**src/hw/pfn_regs.svh**
```systemverilog
`ifndef PFN_REGS_SVH
`define PFN_REGS_SVH

`define VEC_LEVEL1 8'h00
`define VEC_LEVEL2 8'h02
`define VEC_TMR0 8'h04
`define VEC_TMR1 8'h06
`define VEC_DMA0 8'h08
`define VEC_DMA1 8'h0A
`define VEC_CSU 8'h0C
`define VEC_SER0 8'h0E
`define VEC_SER1 8'h10
`define VEC_STEP 8'h02
`define NMI_JUMP_ADDR 16'h0066
`define PF_STATUS_BIT 3
`define PC_BYTES 16'h0002
`define CLK_PERIOD_NS 10
`define NMI_LATENCY_NS 100000

`define SRC_TRAP 4'h0
`define SRC_NMI 4'h1
`define SRC_LEVEL0 4'h2
`define SRC_LEVEL1 4'h3
`define SRC_LEVEL2 4'h4
`define SRC_TMR0 4'h5
`define SRC_TMR1 4'h6
`define SRC_DMA0 4'h7
`define SRC_DMA1 4'h8
`define SRC_CSU 4'h9
`define SRC_SER0 4'hA
`define SRC_SER1 4'hB
`define SRC_NONE 4'hF
`define NUM_SRC 12

`endif

```
**src/hw/pfn_pkg.sv**
```systemverilog
package pfn_pkg;
    typedef enum logic [1:0] {
        SUP_RUN = 2'b00,
        SUP_HOLDUP = 2'b01,
        SUP_RESET = 2'b10,
        SUP_DEAD = 2'b11
    } sup_state_t;
    typedef logic [3:0] src_id_t;
    typedef logic [15:0] addr_t;
endpackage

```
**src/hw/power_fail_nmi_and_vectors.sv**
```systemverilog
`timescale 1ns/100ps
`default_nettype none
`include "pfn_regs.svh"
module power_fail_nmi_and_vectors #(
    parameter int NMI_LATENCY_CYCLES = `NMI_LATENCY_NS / `CLK_PERIOD_NS,
    parameter logic [15:0] STACK_TOP = 16'hFFFE,
    parameter logic [15:0] TRAP_ADDR = 16'h0000,
    parameter logic [15:0] LEVEL0_ADDR = 16'h0040
) (
    input wire logic mclk_in,
    input wire logic rst_in,
    input wire logic raw_low_in,
    input wire logic rail_low_in,
    input wire logic rail_dead_in,
    input wire logic nmi_ext_n_in,
    input wire logic din11_in,
    input wire logic din12_in,
    input wire logic attn_level1_n_in,
    input wire logic [6:0] periph_irq_in,
    input wire logic trap_in,
    input wire logic [7:0] vec_page_in,
    input wire logic take_in,
    input wire pfn_pkg::addr_t pc_in,
    input wire logic return_from_nonmaskable_in,
    input wire logic set_ie_in,
    input wire logic clr_ie_in,
    output logic sys_reset_out,
    output logic sram_ce_n_out,
    output logic power_fail_flag_out,
    output logic [7:0] status_byte_out,
    output logic int_enable_live_out,
    output logic int_enable_saved_out,
    output logic accept_out,
    output pfn_pkg::src_id_t accept_src_out,
    output pfn_pkg::addr_t vector_addr_out,
    output logic push_out,
    output pfn_pkg::addr_t push_addr_out,
    output pfn_pkg::addr_t push_data_out,
    output pfn_pkg::addr_t stack_ptr_out,
    output logic [7:0] nmi_nest_out,
    output logic nmi_late_out
);
    import pfn_pkg::*;

    localparam int NSYNC = 7;
    localparam logic [NSYNC-1:0] SYNC_IDLE = 7'h78;
    localparam logic [15:0] LATE_CNT = 16'(NMI_LATENCY_CYCLES);

    logic [NSYNC-1:0] async_vec;
    logic [NSYNC-1:0] sync_q;
    assign async_vec = {attn_level1_n_in, din12_in, din11_in, nmi_ext_n_in,
                        rail_dead_in, rail_low_in, raw_low_in};

    // Three stages; a change counts once stages two and three agree
    genvar g;
    generate
        for (g = 0; g < NSYNC; g++)
        begin : g_sync
            logic s1, s2, s3;
            always_ff @(posedge mclk_in)
            begin
                if (rst_in)
                begin
                    s1 <= SYNC_IDLE[g];
                    s2 <= SYNC_IDLE[g];
                    s3 <= SYNC_IDLE[g];
                    sync_q[g] <= SYNC_IDLE[g];
                end
                else
                begin
                    s1 <= async_vec[g];
                    s2 <= s1;
                    s3 <= s2;
                    if (s2 == s3)
                        sync_q[g] <= s3;
                end
            end
        end
    endgenerate

    logic raw_low, rail_low, rail_dead, nmi_ext_n, din11, din12, attn_n;
    assign {attn_n, din12, din11, nmi_ext_n, rail_dead, rail_low, raw_low} =
        sync_q;

    // Supervisor
    sup_state_t state, next_state;
    always_comb
    begin
        next_state = state;
        unique case (state)
            SUP_RUN:
                if (raw_low)
                    next_state = SUP_HOLDUP;
            SUP_HOLDUP:
                if (rail_low)
                    next_state = SUP_RESET;
                else if (!raw_low)
                    next_state = SUP_RUN;
            SUP_RESET:
                if (rail_dead)
                    next_state = SUP_DEAD;
                else if (!rail_low && !raw_low)
                    next_state = SUP_RUN;
            SUP_DEAD:
                next_state = SUP_DEAD;
        endcase
    end

    always_ff @(posedge mclk_in)
    begin
        if (rst_in)
            state <= SUP_RUN;
        else
            state <= next_state;
    end

    always_ff @(posedge mclk_in)
    begin
        if (rst_in)
        begin
            sys_reset_out <= 1'b0;
            sram_ce_n_out <= 1'b0;
        end
        else
        begin
            sys_reset_out <= next_state[1];
            sram_ce_n_out <= next_state[1];
        end
    end

    // Detector status, frozen once the supervisor has stopped
    always_ff @(posedge mclk_in)
    begin
        if (rst_in)
        begin
            power_fail_flag_out <= 1'b0;
            status_byte_out <= 8'h00;
        end
        else if (state != SUP_DEAD)
        begin
            power_fail_flag_out <= raw_low;
            status_byte_out <= 8'h00;
            status_byte_out[`PF_STATUS_BIT] <= raw_low;
        end
    end

    // Falling edge on the combined active-low NMI line
    logic nmi_line_n, nmi_prev_n, nmi_fall, nmi_pend, trap_pend;
    assign nmi_line_n = !power_fail_flag_out && nmi_ext_n;
    assign nmi_fall = nmi_prev_n && !nmi_line_n;

    logic [`NUM_SRC-1:0] req;
    src_id_t win;
    logic take_now;
    always_comb
    begin
        req = '0;
        req[`SRC_TRAP] = trap_pend;
        req[`SRC_NMI] = nmi_pend;
        req[`SRC_LEVEL0] = int_enable_live_out && !din11;
        req[`SRC_LEVEL1] = int_enable_live_out && !attn_n;
        req[`SRC_LEVEL2] = int_enable_live_out && !din12;
        req[`NUM_SRC-1:`SRC_TMR0] = int_enable_live_out ? periph_irq_in : '0;
        win = `SRC_NONE;
        for (int i = `NUM_SRC - 1; i >= 0; i--)
            if (req[i])
                win = 4'(i);
    end
    assign take_now = take_in && !sys_reset_out && (win != `SRC_NONE);

    always_ff @(posedge mclk_in)
    begin
        if (rst_in)
        begin
            nmi_prev_n <= 1'b1;
            nmi_pend <= 1'b0;
            trap_pend <= 1'b0;
        end
        else
        begin
            nmi_prev_n <= nmi_line_n;
            if (nmi_fall)
                nmi_pend <= 1'b1;
            else if (take_now && win == `SRC_NMI)
                nmi_pend <= 1'b0;
            if (trap_in)
                trap_pend <= 1'b1;
            else if (take_now && win == `SRC_TRAP)
                trap_pend <= 1'b0;
        end
    end

    function automatic logic [7:0] vec_off(input src_id_t s);
        unique case (s)
            `SRC_LEVEL1: vec_off = `VEC_LEVEL1;
            `SRC_LEVEL2: vec_off = `VEC_LEVEL2;
            `SRC_TMR0: vec_off = `VEC_TMR0;
            `SRC_TMR1: vec_off = `VEC_TMR1;
            `SRC_DMA0: vec_off = `VEC_DMA0;
            `SRC_DMA1: vec_off = `VEC_DMA1;
            `SRC_CSU: vec_off = `VEC_CSU;
            `SRC_SER0: vec_off = `VEC_SER0;
            default: vec_off = `VEC_SER1;
        endcase
    endfunction

    // Acceptance: vector, push and enable flags
    always_ff @(posedge mclk_in)
    begin
        if (rst_in || sys_reset_out)
        begin
            accept_out <= 1'b0;
            accept_src_out <= `SRC_NONE;
            vector_addr_out <= 16'h0000;
            push_out <= 1'b0;
            push_addr_out <= 16'h0000;
            push_data_out <= 16'h0000;
            stack_ptr_out <= STACK_TOP;
            int_enable_live_out <= 1'b0;
            int_enable_saved_out <= 1'b0;
            nmi_nest_out <= 8'h00;
        end
        else
        begin
            accept_out <= take_now;
            push_out <= take_now;
            if (take_now)
            begin
                accept_src_out <= win;
                push_addr_out <= stack_ptr_out - `PC_BYTES;
                push_data_out <= pc_in;
                stack_ptr_out <= stack_ptr_out - `PC_BYTES;
                if (win == `SRC_TRAP)
                    vector_addr_out <= TRAP_ADDR;
                else if (win == `SRC_NMI)
                    vector_addr_out <= `NMI_JUMP_ADDR;
                else if (win == `SRC_LEVEL0)
                    vector_addr_out <= LEVEL0_ADDR;
                else
                    vector_addr_out <= {vec_page_in, vec_off(win)};
                if (win == `SRC_NMI)
                begin
                    int_enable_saved_out <= int_enable_live_out;
                    nmi_nest_out <= nmi_nest_out + 8'h01;
                end
                int_enable_live_out <= 1'b0;
            end
            else if (return_from_nonmaskable_in)
            begin
                int_enable_live_out <= int_enable_saved_out;
                stack_ptr_out <= stack_ptr_out + `PC_BYTES;
                if (nmi_nest_out != 8'h00)
                    nmi_nest_out <= nmi_nest_out - 8'h01;
            end
            else if (set_ie_in)
                int_enable_live_out <= 1'b1;
            else if (clr_ie_in)
                int_enable_live_out <= 1'b0;
        end
    end

    // Flags an NMI left pending longer than the entry budget
    logic [15:0] late_cnt;
    always_ff @(posedge mclk_in)
    begin
        if (rst_in)
        begin
            late_cnt <= 16'h0000;
            nmi_late_out <= 1'b0;
        end
        else if (!nmi_pend || nmi_fall)
            late_cnt <= 16'h0000;
        else if (late_cnt == LATE_CNT - 16'h0001)
            nmi_late_out <= 1'b1;
        else
            late_cnt <= late_cnt + 16'h0001;
    end

    pf_nmi_a: assert property (@(posedge mclk_in) disable iff (rst_in)
        $rose(power_fail_flag_out) && $past(nmi_line_n) |=> nmi_pend)
        else $error("power fail did not raise nmi");
    reset_entry_a: assert property (@(posedge mclk_in) disable iff (rst_in)
        state == SUP_HOLDUP && rail_low |=> state == SUP_RESET ##1 sys_reset_out)
        else $error("reset not asserted after rail drop");
    sram_standby_a: assert property (@(posedge mclk_in) disable iff (rst_in)
        sys_reset_out |-> sram_ce_n_out)
        else $error("sram not in standby during reset");
    reset_hold_a: assert property (@(posedge mclk_in) disable iff (rst_in)
        state == SUP_DEAD |=> sys_reset_out [*3])
        else $error("reset released after supervisor stopped");
    nmi_push_a: assert property (@(posedge mclk_in) disable iff (rst_in)
        take_now && win == `SRC_NMI |=> push_out && push_data_out == $past(pc_in)
        && push_addr_out == $past(stack_ptr_out) - `PC_BYTES)
        else $error("pc not pushed on nmi");
    ief_copy_a: assert property (@(posedge mclk_in) disable iff (rst_in)
        take_now && win == `SRC_NMI |=> !int_enable_live_out
        && int_enable_saved_out == $past(int_enable_live_out))
        else $error("enable flags not moved on nmi");
    return_from_nonmaskable_restore_a: assert property (@(posedge mclk_in) disable iff (rst_in)
        return_from_nonmaskable_in && !take_now && !sys_reset_out
        |=> int_enable_live_out == $past(int_enable_saved_out))
        else $error("return did not restore enable");
    nmi_nest_a: assert property (@(posedge mclk_in) disable iff (rst_in)
        take_now && win == `SRC_NMI && !sys_reset_out
        |=> nmi_nest_out == $past(nmi_nest_out) + 8'h01)
        else $error("nest count wrong");
    nmi_edge_a: assert property (@(posedge mclk_in) disable iff (rst_in)
        !nmi_pend && !nmi_fall |=> !nmi_pend)
        else $error("nmi raised without falling edge");
    vector_page_a: assert property (@(posedge mclk_in) disable iff (rst_in)
        take_now && win == `SRC_TMR0 && !sys_reset_out
        |=> vector_addr_out == {$past(vec_page_in), `VEC_TMR0})
        else $error("vector address wrong");
    priority_a: assert property (@(posedge mclk_in) disable iff (rst_in)
        take_now && nmi_pend && !trap_pend && !sys_reset_out
        |=> accept_src_out == `SRC_NMI)
        else $error("nmi lost priority");
    status_bit_a: assert property (@(posedge mclk_in) disable iff (rst_in)
        state != SUP_DEAD |=> status_byte_out[`PF_STATUS_BIT] == $past(raw_low))
        else $error("status bit does not follow detector");
endmodule
`default_nettype wire

```
**config.mk**
```make
export PLATFORM = sky130hd
export DESIGN_NAME = power_fail_nmi_and_vectors
export DESIGN_NICKNAME = d
export VERILOG_FILES = /design/src/hw/pfn_pkg.sv /design/src/hw/power_fail_nmi_and_vectors.sv
export VERILOG_INCLUDE_DIRS = /design/src /design/src/hw
export SDC_FILE = /design/constraint.sdc
export NUM_CORES = 1
export LEC_CHECK = 0
export ABC_AREA = 0
export BUFFER_PORTS_ARGS = -buffer_cell sky130_fd_sc_hd__buf_2
export CAP_MARGIN = 20
export CORE_ASPECT_RATIO = 0.9
export CORE_UTILIZATION = 30
export DETAILED_ROUTE_END_ITERATION = 8
export MAX_ROUTING_LAYER = met4
export PLACE_DENSITY = 0.51
export SKIP_CTS_REPAIR_TIMING = 1
export SYNTH_ARGS = -nofsm -noshare
export SYNTH_HDL_FRONTEND = slang
export SYNTH_SLANG_ARGS = --single-unit
```
**constraint.sdc**
```tcl
create_clock -name mclk_in -period 6.9 [get_ports mclk_in]
set_clock_uncertainty 0.15 [all_clocks]
set_input_delay 0.345 -clock mclk_in [delete_from_list [all_inputs] [get_ports mclk_in]]
set_output_delay 0.345 -clock mclk_in [all_outputs]
set_load 0.005 [all_outputs]
```
; ---- After elaboration in Yosys (flattened, before gate mapping)
; Memory sizes are Yosys's and may differ from the RTL's.
; Cells that the tools add are included.
[word_totals]
reg_bits = 130
mem_bits_ro = 64
memories = 1
[memory_table]
columns = name, words, word_bits, read_ports, rd_clocked_by_memory_dff, wr, line
row1 = (name not given), 16, 4, 1, 0, 0, power_fail_nmi_and_vectors.sv:194  ; unique case (s)
[op_classes]
muxes = 35
n_eq_ne = 19
bitwise_logic = 1
n_reduce_logical = 35
addsub = 5
[op_table]
columns = cell, count
row1 = 16-bit two-way mux, 5
row2 = 4-bit two-way mux, 11
row3 = 8-bit two-way mux, 4
row4 = 16-bit by 1-bit adder with 16-bit output (second input constant), 1
row5 = 16-bit by 2-bit adder with 16-bit output (second input constant), 1
row6 = 16-bit by 14-bit == test with 1-bit output (second input constant), 1
row7 = 16-bit by 2-bit subtractor with 16-bit output (second input constant), 1
row8 = 1-bit logical AND, 10
row9 = 2-bit two-way mux, 5
row10 = 1-bit logical NOT, 9
row11 = 8-bit by 1-bit adder with 8-bit output (second input constant), 1
row12 = 2-bit case mux with 4 select lines, 1
row13 = 2-bit nonzero test, 4
row14 = 8-bit nonzero test, 1
row15 = 8-bit by 1-bit subtractor with 8-bit output (second input constant), 1
row16 = 1-bit == test, 7
row17 = 1-bit two-way mux, 7
row18 = 7-bit two-way mux, 1
row19 = 3-bit inequality test (second input constant), 2
row20 = 3-bit AND reduction, 2
row21 = 2-bit == test (second input constant), 2
row22 = 4-bit by 1-bit == test with 1-bit output (second input constant), 1
row23 = 4-bit by 2-bit == test with 1-bit output (second input constant), 1
row24 = 4-bit logical NOT, 1
row25 = other kinds (11), 15

; ---- Depth between registers and ports, before layout
[depth]
ltp_word = 18
ltp_mapped = 16
mapped_depth_nobuf = 15

; ---- Worst setup path before layout
; Ideal clock, no wire load.
[synth_path]
path_kind = input -> register
start = input port periph_irq_in[4]
end = register nmi_nest_out[7]
slack_ps = 3395
arrival_ps = 3221
cell_stages = 16
n_path_buf = 1
setup_time_ps = 134
path_cell_list = nand2b_1 -> a21oi_1 -> o21bai_1 -> a21oi_1 -> inv_1 -> ha_1 -> a41oi_4 -> inv_4 -> buf_6 -> ha_1 -> and2_1 -> a311oi_1 -> a21oi_1 -> or3_1 -> a21oi_1 -> a211oi_1
[synth_via]
elab_chain_len = 15
word_cells_on_any_way = 19
[synth_lines]
columns = item, line
row1 = "start, declared", power_fail_nmi_and_vectors.sv:19  ; input wire logic [6:0] periph_irq_in,
row2 = 7-bit two-way mux *, power_fail_nmi_and_vectors.sv:163  ; req[`NUM_SRC-1:`SRC_TMR0] = int_enable_live_out ? periph_irq_in : '0;
row3 = 4-bit two-way mux * (10 in a row), power_fail_nmi_and_vectors.sv:166  ; if (req[i])
row4 = net win[0], power_fail_nmi_and_vectors.sv:153  ; src_id_t win;
row5 = 4-bit inequality test (no source line), n/a
row6 = 1-bit logical AND, power_fail_nmi_and_vectors.sv:169  ; assign take_now = take_in && !sys_reset_out && (win != `SRC_NONE);
row7 = 2-bit by 1-bit inequality test with 1-bit output (no source line) / 2-bit nonzero test (equally long branches), n/a
row8 = 3-bit AND reduction (no source line), n/a
row9 = "end signal, assigned", power_fail_nmi_and_vectors.sv:244  ; nmi_nest_out <= nmi_nest_out + 8'h01;
row10 = "end signal, assigned", power_fail_nmi_and_vectors.sv:253  ; nmi_nest_out <= nmi_nest_out - 8'h01;
row11 = "end, declared", power_fail_nmi_and_vectors.sv:40  ; output logic [7:0] nmi_nest_out,
; The timed path passes the listed nets; every way through them passes the cells marked *.
; A chain may end at the register's enable or synchronous reset.

; ---- Worst setup path after layout
[layout_path]
start = register int_enable_live_out
end = register nmi_nest_out[7]
[layout_via]
word_cells_on_any_way = 24
[layout_lines]
columns = item, line
row1 = "start, declared", power_fail_nmi_and_vectors.sv:31  ; output logic int_enable_live_out,
row2 = "start signal, assigned", power_fail_nmi_and_vectors.sv:250  ; int_enable_live_out <= int_enable_saved_out;
row3 = 7-bit two-way mux, power_fail_nmi_and_vectors.sv:163
row4 = 4-bit two-way mux (8 in a row), power_fail_nmi_and_vectors.sv:166
row5 = 4-bit two-way mux * (3 in a row), power_fail_nmi_and_vectors.sv:166
row6 = net win[0], power_fail_nmi_and_vectors.sv:153
row7 = 4-bit inequality test (no source line), n/a
row8 = 1-bit logical AND, power_fail_nmi_and_vectors.sv:169
row9 = 2-bit by 1-bit inequality test with 1-bit output (no source line) / 2-bit nonzero test (equally long branches), n/a
row10 = 3-bit AND reduction (no source line), n/a
; Marked as above.

==> run metrics <==
top post-synthesis cells by area dfxtp_1, nand2_1, a21oi_1, nor2_1, xnor2_1; RePlAce Congestion 0.785; DR top layer met4; Worst Path Buf+Inv 2; FP Rows 47; ANT nets after route 0; area fraction of the dominant cell type after synthesis 44.3%; Cells after Synth ~660; initial antenna violation count 2; VDD IR-drop max 0.000176 V; WP data arrival approximately 4300 ps; global-route wire length before repair about 22000 um; Post-layout nets ~840; Worst Path Required ~7000 ps; Met3 Routed Length 950 um; RSZ-0062 raised after global routing no; Avg Cell Area, Syn 8.61 um^2; Max-Cap Viols 0; routed len/inst 13.6 um; non-filler instance count after layout 1036; H-tree levels 4; switching power 0.643 mW; Final min period 4140 ps; Pwr Density 310 mW/mm^2; CTS tree yes; WL met1 6730 um; # clock sinks ~130; Die Footprint just under 0.02 mm^2; largest net degree at the start of global routing 43; detailed placement HPWL 9600 um; clk root buf clkbuf_16; placed insts between 900 and 1000; top-count cell post-synth dfxtp_1; sequential share of power 40.1%; Final Hold Viols 0; DRC viols 0; Chip Width around 150 um; IO Pins between 100 and 150; Fill cells 1888; DR iter-0 viols 175; Worst setup SP type register; worst-path cell chain nor2b_1 > o2bb2ai_1 > a21oi_1 > inv_1 > ha_1 > a41oi_4 > inv_4 > ha_1 > and2_1 > a311oi_1 > a21oi_1 > or3_1 > a21oi_1 > a211oi_1; via count a little under 5000; transition time of the tightest slew-check pin 676 ps; worst setup path class reg -> reg; vias in the first global route 4393; internal power 1.54 mW; Max Slew Vio Count 0; Post-synth EDFFs 0; Tot GR Track Use about 15%; grt ovf 0; ys flop type dfxtp_1; CP peak stage delay 510 ps; Via density 4.66; Total Wirelength 14000 um; Final Setup Violations 0; Comb pwr share between 20% and 30%; fmax 241 MHz; Seq/Total Area, Yosys between 40 and 50%; Crit path top cell by count a21oi_1; crit path capture type register; post-synthesis register bit count 126; Leak 2.96 nW; Hold Crit Class in -> reg; list of most frequent post-synthesis cells dfxtp_1, nand2_1, nor2_1; slew margin rel. 54.8%; chip height 133 um; fin crit share 60.0%; setup_tns 0 ps; met2 WL a little over 6000 um; Crit Path Max Fanout 22; drt pass-1 iters 4; Starting Density ~30%; Mapped Area approximately 0.0057 mm^2; Yosys cell types 59; switching portion of total power 29.5%; Ys Warns 0; leading area contributor after synthesis dfxtp_1; Port Buffer Count 125; clk_lat worst skew 420 ps; CTS Buf Count 17; Clock Pin Slew Worst Setup and Hold Paths about 60 ps; ys async rst share 0%; status completed; share of post-route cells with drive strength above 1 24.0%; CP top delay family compound AO/OA/AOI/OAI gates; slowest CP cell dfxtp_1; Clock power frac 38.8%; CORE AREA 0.0185 mm^2; Area growth syn-to-layout 23.8%; CTS Buffer Depth 2
layer usage:
layer  vias up  GRT usage (%)
li1       2479              -
met1      2196           19.0
met2       134           22.1
met3        18           5.45
met4         0           5.90
met5         -              -
registers in the layout, summed over array words and instances, names as in the netlist, 2 cells and up:
name and count:
g_sync.s1 7, push_addr_out 15, vector_addr_out 14, nmi_nest_out 8, g_sync.s2 7, accept_src_out 4
late_cnt 16, stack_ptr_out 15, push_data_out 16, g_sync.s3 7, state 2
per-stage QoR:
stage / power, mW / worst slack, ps / hold slack (ps) / util, % / cell area (um^2)
finish: 2.18 / 2760 / 15.6 / 38.1 / 7040
global route: 2.32 / 2270 / 15.1 / 38.1 / 7040
CTS: 2.21 / 2720 / -53.8 / 37.7 / 6960
floorplan: 1.21 / 3390 / 239 / - / 5730
global placement: 1.35 / 2770 / 245 / 34.7 / 6400
detailed placement: 1.35 / 2700 / 247 / 34.7 / 6400
worst paths after layout:
path                  endpoint                 from  slack, ps  depth (start not counted)
max            nmi_nest_out[7]  int_enable_live_out       2760                         14
min reg2reg       g_sync[5].s2         g_sync[5].s1        260                          1
min          push_data_out[11]            pc_in[11]         20                          3
max reg2reg    nmi_nest_out[7]  int_enable_live_out       2760                         14
final cells by class:
class	instances	area, um^2	share of cell area [%]
multi-input combinational	481	2860	40.6
sequential	126	2520	35.8
timing repair buffer	139	751	10.7
clock buffer	26	499	7.09
tap	245	307	4.35
clock inverter	6	57.6	0.817
inverter	11	43.8	0.622
antenna	2	5.00	0.0710
worst register-to-register path, delay by kind of cell (launching register included):
family                     cells  cell delay [ps]
AOI/OAI and AO/OA              7             1510
adders and majority gates      2              700
buffers and inverters          2              410
DFF                            1              510
and+or+nand+nor                3              740
power by group through the flow:
stage	logic [mW]	registers, mW	clock network (mW)
after floorplan	0.338	0.871	0
after global placement	0.458	0.892	0
after detailed placement	0.458	0.892	0
after CTS	0.462	0.877	0.871
after global routing	0.521	0.890	0.908
final	0.459	0.876	0.848
placed cells by master, fill, tap and decap left out, types with 13 or more instances in the layout:
| master | instances |
|---|---|
| dfxtp_1 | 126 |
| ha_1 | 14 |
| a21oi_1 | 59 |
| o21ai_0 | 17 |
| nand3_1 | 30 |
| xor2_1 | 20 |
| nor3_1 | 13 |
| nor2_1 | 60 |
| nand2_1 | 100 |
| or2_2 | 13 |
| buf_2 | 125 |
| a211oi_1 | 19 |
| clkbuf_16 | 17 |
| xnor2_1 | 23 |
logic make-up after synthesis:
group,after synthesis,synth area share (%)
AOI/OAI and AO/OA,124,13.6
xor gates and xnor gates,43,6.62
adders and majority gates,15,3.43
buffers and inverters,64,6.14
DFF,126,44.3
muxes,10,1.85
other,1,0.0659
and+or+nand+nor,278,24.0
Power figures use the tool's default switching activity.
